`src/design/readback_crc_pkg.sv`:
```
// Package: offsets, field positions, reset values and helpers of the bank
package readback_crc_pkg;

  // Register offsets on the control port
  localparam logic [7:0] OFF_FREEZE_CTRL = 8'h14;
  localparam logic [7:0] OFF_INPUT_EN = 8'h15;
  localparam logic [7:0] OFF_BATT_HIGH = 8'h16;
  localparam logic [7:0] OFF_BATT_LOW = 8'h17;
  localparam logic [7:0] OFF_BOOST_HIGH = 8'h18;
  localparam logic [7:0] OFF_BOOST_LOW = 8'h19;
  localparam logic [7:0] OFF_TEMPA_HIGH = 8'h1a;
  localparam logic [7:0] OFF_TEMPA_LOW = 8'h1b;
  localparam logic [7:0] OFF_TEMPB_HIGH = 8'h1c;
  localparam logic [7:0] OFF_TEMPB_LOW = 8'h1d;
  localparam logic [7:0] OFF_CHECKSUM = 8'h20;
  localparam logic [7:0] OFF_CHECKSUM_CLR = 8'h21;
  localparam logic [7:0] OFF_BOOT_SEL = 8'h22;

  // Field positions
  localparam int BIT_FREEZE = 3;
  localparam int BIT_BATT_EN = 2;
  localparam int BIT_BOOST_EN = 1;
  localparam int BIT_TEMP_EN = 0;
  localparam int BIT_CHECKSUM_CLR = 0;
  localparam int BOOT_MSB = 3;
  localparam int LOW_PAIR_LSB = 6;

  // Values after reset
  localparam logic [2:0] RST_INPUT_EN = 3'h4;
  localparam logic RST_FREEZE = 1'b0;
  localparam logic [3:0] RST_BOOT_SEL = 4'h1;
  localparam logic [7:0] RST_CHECKSUM = 8'h00;
  localparam logic [9:0] RST_RESULT = 10'h000;

  // Checksum polynomial x^8+x^2+x+1, low terms only
  localparam logic [7:0] CRC_POLY = 8'h07;

  // Converter channel codes
  localparam logic [1:0] CH_BATT = 2'h0;
  localparam logic [1:0] CH_BOOST = 2'h1;
  localparam logic [1:0] CH_TEMPA = 2'h2;
  localparam logic [1:0] CH_TEMPB = 2'h3;

  // Boot mode codes
  localparam logic [3:0] BOOT_PLAYBACK = 4'h1;
  localparam logic [3:0] BOOT_PLAY_SENSE = 4'h2;
  localparam logic [3:0] BOOT_PROTECT = 4'h3;
  localparam logic [3:0] BOOT_PROTECT_VOICE = 4'h4;

  // Upper eight bits of a 10-bit result
  function automatic logic [7:0] result_high(input logic [9:0] r);
    result_high = r[9:2];
  endfunction

  // Two low result bits placed in bits 7-6, rest zero
  function automatic logic [7:0] result_low(input logic [9:0] r);
    result_low = {r[1:0], 6'h00};
  endfunction

endpackage

```
`src/design/checksum_step.sv`:
```
// One-byte step of the running transaction checksum
`timescale 1ns/1ps
module checksum_step (
  input wire logic [7:0] crc_i,
  input wire logic [7:0] byte_i,
  output logic [7:0] crc_o
);
  import readback_crc_pkg::*;

  // Bitwise shift register, most significant bit first
  always_comb begin
    logic [7:0] c;
    c = crc_i ^ byte_i;
    for (int i = 0; i < 8; i++) begin
      c = c[7] ? ((c << 1) ^ CRC_POLY) : (c << 1);
    end
    crc_o = c;
  end
endmodule

```
`src/design/sar_readback_crc_regs.sv`:
```
// Converter readback, input enable, checksum and boot select register bank
`timescale 1ns/1ps
module sar_readback_crc_regs (
  input wire logic ref_clk_i,
  input wire logic rstn_i,
  // Register port from the control bus decoder
  input wire logic [7:0] reg_addr_i,
  input wire logic [7:0] reg_wdata_i,
  input wire logic reg_wr_i,
  input wire logic reg_rd_i,
  output logic [7:0] reg_rdata_o,
  output logic reg_rvalid_o,
  // Every byte carried by the control bus
  input wire logic [7:0] bus_byte_i,
  input wire logic bus_byte_valid_i,
  // Finished conversions from the converter
  input wire logic [9:0] conv_result_i,
  input wire logic [1:0] conv_channel_i,
  input wire logic conv_valid_i,
  // Controls toward the converter and processor
  output logic battery_meas_enable_o,
  output logic boost_meas_enable_o,
  output logic temp_meas_enable_o,
  output logic readback_freeze_o,
  output logic [3:0] boot_mode_o,
  output logic [3:0] boot_onehot_o,
  output logic boot_reserved_o
);
  import readback_crc_pkg::*;

  typedef struct packed {
    logic [2:0] input_en;
    logic freeze;
    logic [3:0] boot;
    logic [3:0] boot_onehot;
    logic boot_reserved;
    logic [7:0] checksum;
    logic checksum_clr;
    logic [3:0][9:0] result;
    logic [7:0] rdata;
    logic rvalid;
  } state_s;

  state_s st_q;
  state_s st_d;
  logic [7:0] crc_base;
  logic [7:0] crc_next;

  ////////////////////////////////////////////////////////////////////////////
  // Decoded boot mode; reserved codes raise a flag and select nothing
  function automatic logic [4:0] boot_decode(input logic [3:0] m);
    case (m)
      BOOT_PLAYBACK: boot_decode = 5'h01;
      BOOT_PLAY_SENSE: boot_decode = 5'h02;
      BOOT_PROTECT: boot_decode = 5'h04;
      BOOT_PROTECT_VOICE: boot_decode = 5'h08;
      default: boot_decode = 5'h10;
    endcase
  endfunction

  // Read multiplexer; unmapped offsets read as zero
  function automatic logic [7:0] reg_read(input state_s s,
                                          input logic [7:0] a);
    case (a)
      OFF_FREEZE_CTRL: reg_read = {4'h0, s.freeze, 3'h0};
      OFF_INPUT_EN: reg_read = {5'h00, s.input_en};
      OFF_BATT_HIGH: reg_read = result_high(s.result[CH_BATT]);
      OFF_BATT_LOW: reg_read = result_low(s.result[CH_BATT]);
      OFF_BOOST_HIGH: reg_read = result_high(s.result[CH_BOOST]);
      OFF_BOOST_LOW: reg_read = result_low(s.result[CH_BOOST]);
      OFF_TEMPA_HIGH: reg_read = result_high(s.result[CH_TEMPA]);
      OFF_TEMPA_LOW: reg_read = result_low(s.result[CH_TEMPA]);
      OFF_TEMPB_HIGH: reg_read = result_high(s.result[CH_TEMPB]);
      OFF_TEMPB_LOW: reg_read = result_low(s.result[CH_TEMPB]);
      OFF_CHECKSUM: reg_read = s.checksum;
      OFF_CHECKSUM_CLR: reg_read = {7'h00, s.checksum_clr};
      OFF_BOOT_SEL: reg_read = {4'h0, s.boot};
      default: reg_read = 8'h00;
    endcase
  endfunction

  ////////////////////////////////////////////////////////////////////////////
  // A clear restarts from zero, so a byte in the same cycle is not lost
  assign crc_base = st_q.checksum_clr ? RST_CHECKSUM : st_q.checksum;

  checksum_step u_step (
    .crc_i(crc_base),
    .byte_i(bus_byte_i),
    .crc_o(crc_next)
  );

  ////////////////////////////////////////////////////////////////////////////
  // Next state of the whole bank
  always_comb begin
    logic [4:0] dec;
    dec = 5'h00;
    st_d = st_q;
    // Clear bit lives one cycle, then normal checksum operation resumes
    st_d.checksum_clr = 1'b0;
    if (st_q.checksum_clr) begin
      st_d.checksum = RST_CHECKSUM;
    end
    if (bus_byte_valid_i) begin
      st_d.checksum = crc_next;
    end
    // Results land only when enabled and not frozen by the host
    if (conv_valid_i && !st_q.freeze) begin
      case (conv_channel_i)
        CH_BATT: begin
          if (st_q.input_en[BIT_BATT_EN]) begin
            st_d.result[CH_BATT] = conv_result_i;
          end
        end
        CH_BOOST: begin
          if (st_q.input_en[BIT_BOOST_EN]) begin
            st_d.result[CH_BOOST] = conv_result_i;
          end
        end
        default: begin
          if (st_q.input_en[BIT_TEMP_EN]) begin
            st_d.result[conv_channel_i] = conv_result_i;
          end
        end
      endcase
    end
    // Writes: read-only and unmapped offsets are ignored
    if (reg_wr_i) begin
      case (reg_addr_i)
        OFF_FREEZE_CTRL: st_d.freeze = reg_wdata_i[BIT_FREEZE];
        OFF_INPUT_EN: begin
          st_d.input_en[BIT_BATT_EN] = reg_wdata_i[BIT_BATT_EN];
          st_d.input_en[BIT_BOOST_EN] = reg_wdata_i[BIT_BOOST_EN];
          st_d.input_en[BIT_TEMP_EN] = reg_wdata_i[BIT_TEMP_EN];
        end
        OFF_CHECKSUM_CLR: begin
          st_d.checksum_clr = reg_wdata_i[BIT_CHECKSUM_CLR];
        end
        OFF_BOOT_SEL: st_d.boot = reg_wdata_i[BOOT_MSB:0];
        default: ;
      endcase
    end
    dec = boot_decode(st_d.boot);
    st_d.boot_onehot = dec[3:0];
    st_d.boot_reserved = dec[4];
    // Read data sampled before this cycle's write takes effect
    st_d.rvalid = reg_rd_i;
    st_d.rdata = reg_rd_i ? reg_read(st_q, reg_addr_i) : 8'h00;
  end

  ////////////////////////////////////////////////////////////////////////////
  // State register
  always_ff @(posedge ref_clk_i or negedge rstn_i) begin
    if (!rstn_i) begin
      st_q.input_en <= RST_INPUT_EN;
      st_q.freeze <= RST_FREEZE;
      st_q.boot <= RST_BOOT_SEL;
      st_q.boot_onehot <= 4'h1;
      st_q.boot_reserved <= 1'b0;
      st_q.checksum <= RST_CHECKSUM;
      st_q.checksum_clr <= 1'b0;
      st_q.result <= {4{RST_RESULT}};
      st_q.rdata <= 8'h00;
      st_q.rvalid <= 1'b0;
    end else begin
      st_q <= st_d;
    end
  end

  ////////////////////////////////////////////////////////////////////////////
  // Outputs straight from the state register
  assign reg_rdata_o = st_q.rdata;
  assign reg_rvalid_o = st_q.rvalid;
  assign battery_meas_enable_o = st_q.input_en[BIT_BATT_EN];
  assign boost_meas_enable_o = st_q.input_en[BIT_BOOST_EN];
  assign temp_meas_enable_o = st_q.input_en[BIT_TEMP_EN];
  assign readback_freeze_o = st_q.freeze;
  assign boot_mode_o = st_q.boot;
  assign boot_onehot_o = st_q.boot_onehot;
  assign boot_reserved_o = st_q.boot_reserved;
endmodule

```
`config.mk`:
```
export PLATFORM = sky130hd
export DESIGN_NAME = sar_readback_crc_regs
export DESIGN_NICKNAME = d
export VERILOG_FILES = /design/src/design/readback_crc_pkg.sv /design/src/design/checksum_step.sv /design/src/design/sar_readback_crc_regs.sv
export SDC_FILE = /design/constraint.sdc
export NUM_CORES = 1
export LEC_CHECK = 0
export BUFFER_PORTS_ARGS = -buffer_cell sky130_fd_sc_hd__buf_2
export CAP_MARGIN = 20
export CORE_MARGIN = 3
export CORE_UTILIZATION = 30
export DETAILED_ROUTE_END_ITERATION = 7
export SLEW_MARGIN = 10
export SYNTH_ARGS = -nofsm -noshare
export SYNTH_HDL_FRONTEND = slang
export SYNTH_SLANG_ARGS = --single-unit
```
`constraint.sdc`:
```
create_clock -name ref_clk_i -period 1.5 [get_ports ref_clk_i]
set_input_delay 0.15 -clock ref_clk_i [delete_from_list [all_inputs] [get_ports ref_clk_i]]
set_output_delay 0.15 -clock ref_clk_i [all_outputs]
set_load 0.02 [all_outputs]
```
==> results_dict.tcl <==
set metrics [dict create \
    p_sw_share_pct 27.1 \
    synth_common_cells "dfrtp_1, mux2_2, buf_4, nand2_1, nor2_1" \
    setup_violations 30 \
    yosysTopAreaCell "dfrtp_1" \
    violations "negative setup slack" \
    wirelength_um 10100 \
    path_delay_family "simple AND/OR/NAND/NOR gates" \
    fp.dieW_um 119 \
    path_depth 6 \
    crit_path_end "st_q[20]" \
    slowest_delay_ns 0.40 \
    rsz0062_at_grt "true" \
    crit_start "readback_freeze_o" \
    io_pins 64 \
    grt_max_degree 72 \
    hpwl_um 6850 \
    synth.area.top_cells "dfrtp_1, mux2_2, buf_4" \
    finalCritPeriodShare_pct 108 \
    maxCapViolCount 0 \
    via_per_inst 4.80 \
    tightest_slew_ns 0.427 \
    die_h_um 119 \
    synth_seq_cells 71 \
    p_leak_nw 2.54 \
    yosys.area.top_type_share_pct 44.8 \
    grt_overflow 0 \
    track_usage_pct 13.9 \
    p_clk_share_pct 35.3 \
    r2r_slack_ns -0.11 \
    core_area_mm2 0.0122 \
    numCtsBuffers 9 \
    crit_type "reg -> reg" \
    p_per_area_mw_per_mm2 1310 \
    synth_ff_type "dfrtp_1" \
    synthesis.nets 354 \
    comb_power_share_pct 31.1 \
    cts_buffer_depth 2 \
    initial_utilization_pct 31.1 \
    antenna_cells 0 \
    min_period_ns 1.61 \
    grt_antenna_before_repair 0 \
    fp.dieArea_mm2 0.0141 \
    worstPathArrival_ns 1.83 \
    drtPass1Iterations 4 \
    ant_nets 0 \
    cp.required_ns 1.72 \
    clkLatencyLatePin_ns 0.33 \
    whs_ns 0.0975 \
    drcViolationCount 0 \
    relSlewSlack_pct 71.5 \
    cp_num_buf_inv 2 \
    async_reset_ff_share_pct 100 \
    p_switching_mw 1.89 \
    num-nets-final 456 \
    status "finished, violations left" \
    area_growth_pct 40.1 \
    final_max_slew_viol_count 0 \
    rr_startpoint "readback_freeze_o" \
    worstPathCellList "nor2b_2 > buf_4 > nor2b_4 > and3_4 > clkbuf_16 > mux2_4" \
    hold_violations 0 \
    place_congestion 0.786 \
    drt_iter0_drc 154 \
    pre_cts_ws_ns -0.482 \
    final_layout_size_suffix_gt1_share_pct 54.9 \
    syn_inst 312 \
    syn_area_mm2 0.00380 \
    r2r_cells 6 \
    worstSetupStartpointType "flop" \
    synth_area_per_cell_um2 12.2 \
    grt_pass1_vias 2908 \
    yosysMostFrequentCell "dfrtp_1" \
    power.total_mw 6.98 \
    internal_power_mw 5.08 \
    cts.sinks 71 \
    pwr-share-seq_pct 33.7 \
    post_drt_wl_per_cell_um 17.2 \
    clk_pin_slew_ns 0.06 \
    portBuffers 59 \
    place_inst 554 \
    instances_no_fill 587 \
    finalWorstSetupSlack_ns -0.115 \
    synthDistinctLibCells 58 \
    hp-class "in -> reg" \
    ir_drop_v 0.000567 \
    worstPathMaxFanout 5 \
    timing.rr.end "st_q[20]" \
    grt_pass1_wl_um 15500 \
    htreeDepth 3 \
    clock.fmax_mhz 619 \
    slowest_stage "dfrtp_2" \
    row_count 40 \
    tritoncts "yes" \
    root_buffer "clkbuf_16" \
    cp-end-kind "flop" \
    yosysSeqAreaShare_pct 46.8 \
    skew_ns 0.00720 \
    vias 2819 \
    yosysWarnings 0 \
    synth-edff-count 0 \
]
-- final cells by class --
cell class / count / area [µm²]
clock inverter: 6 / 116
sequential: 71 / 1780
timing repair buffer: 121 / 918
tap: 168 / 210
inverter: 3 / 12.5
multi-input combinational: 208 / 2060
fill: 1149 / 6880
clock buffer: 10 / 229
-- layer usage --
metal / routed length, µm / global-route usage, % / share of wire (%) / vias to the layer above
met5: 0 / 0 / 0 / -
met4: 108 / 3.91 / 1.1 / 0
met3: 468 / 4.26 / 4.6 / 10
met2: 4880 / 21.6 / 48 / 72
met1: 4620 / 18.8 / 46 / 1421
li1: - / - / - / 1316
-- placed cells by master (no fill, tap or decap), types with 7 or more instances in the layout --
cell,instances
mux2_2,28
nand2_1,13
mux2i_1,8
xnor2_1,10
buf_4,40
mux2_4,26
clkbuf_16,11
dfrtp_1,67
buf_6,14
buf_2,58
a21oi_1,7
nor2_1,9
-- per-stage QoR --
step	instance area, µm²	utilization (%)	TNS, ns
after CTS	5020	41.1	-0.944
after global placement	4550	37.2	-8.33
after global routing	5330	43.6	-4.16
after detailed placement	4550	37.2	-8.98
after floorplan	3860	-	-1.68
final	5330	43.6	-2.20
-- sequential cells by signal, summed over array words and instances, names as in the netlist --
name / flops
st_q: 49
boot_mode_o: 4
reg_rdata_o: 8
boot_reserved_o: 1
temp_meas_enable_o: 1
boot_onehot_o: 4
reg_rvalid_o: 1
readback_freeze_o: 1
battery_meas_enable_o: 1
boost_meas_enable_o: 1
-- kinds of logic after synthesis --
group                     count (synthesis)  synth area share [%]
and+or+nand+nor                          79                  12.5
DFF                                      71                  46.8
muxes                                    66                  19.6
AOI/OAI and AO/OA                        39                  7.50
buffers and inverters                    33                  5.82
xor gates and xnor gates                 24                  7.77
-- worst register-to-register path: cells and delay by family (launching register included) --
family                 cells  cell delay, ns
DFF                        1            0.40
buffers and inverters      2            0.29
and+or+nand+nor            3            0.52
muxes                      1            0.29
-- power groups by stage --
stage / logic, mW / registers (mW) / clock network [mW]
6_report: 2.17 / 2.35 / 2.46
5_1_grt: 2.35 / 2.37 / 2.61
4_1_cts: 2.02 / 2.34 / 2.51
3_5_place_dp: 1.86 / 2.36 / 0
3_3_place_gp: 1.83 / 2.35 / 0
2_1_floorplan: 1.17 / 2.35 / 0
-- worst min path at each step --
stage / from / end / slack (ns) / cells past startpoint
3_5_place_dp: rstn_i / boot_mode_o[2] / 0.21 / 2
6_report: conv_result_i[1] / st_q[20] / 0.1 / 2
2_1_floorplan: rstn_i / boost_meas_enable_o / -0.15 / 0
4_1_cts: conv_result_i[9] / st_q[18] / 0.08 / 2
3_3_place_gp: rstn_i / boot_onehot_o[2] / 0.20 / 2
5_1_grt: conv_result_i[2] / st_q[21] / 0.1 / 2
-- repair_timing --
item,in CTS,in global routing
setup buffers,2,11
hold endpoints to repair,69,0
gates resized for setup,20,45
hold buffers,2,0
setup endpoints to repair,31,44
pin swaps,10,19
cloned,0,3
Power figures use the tool's default switching activity.
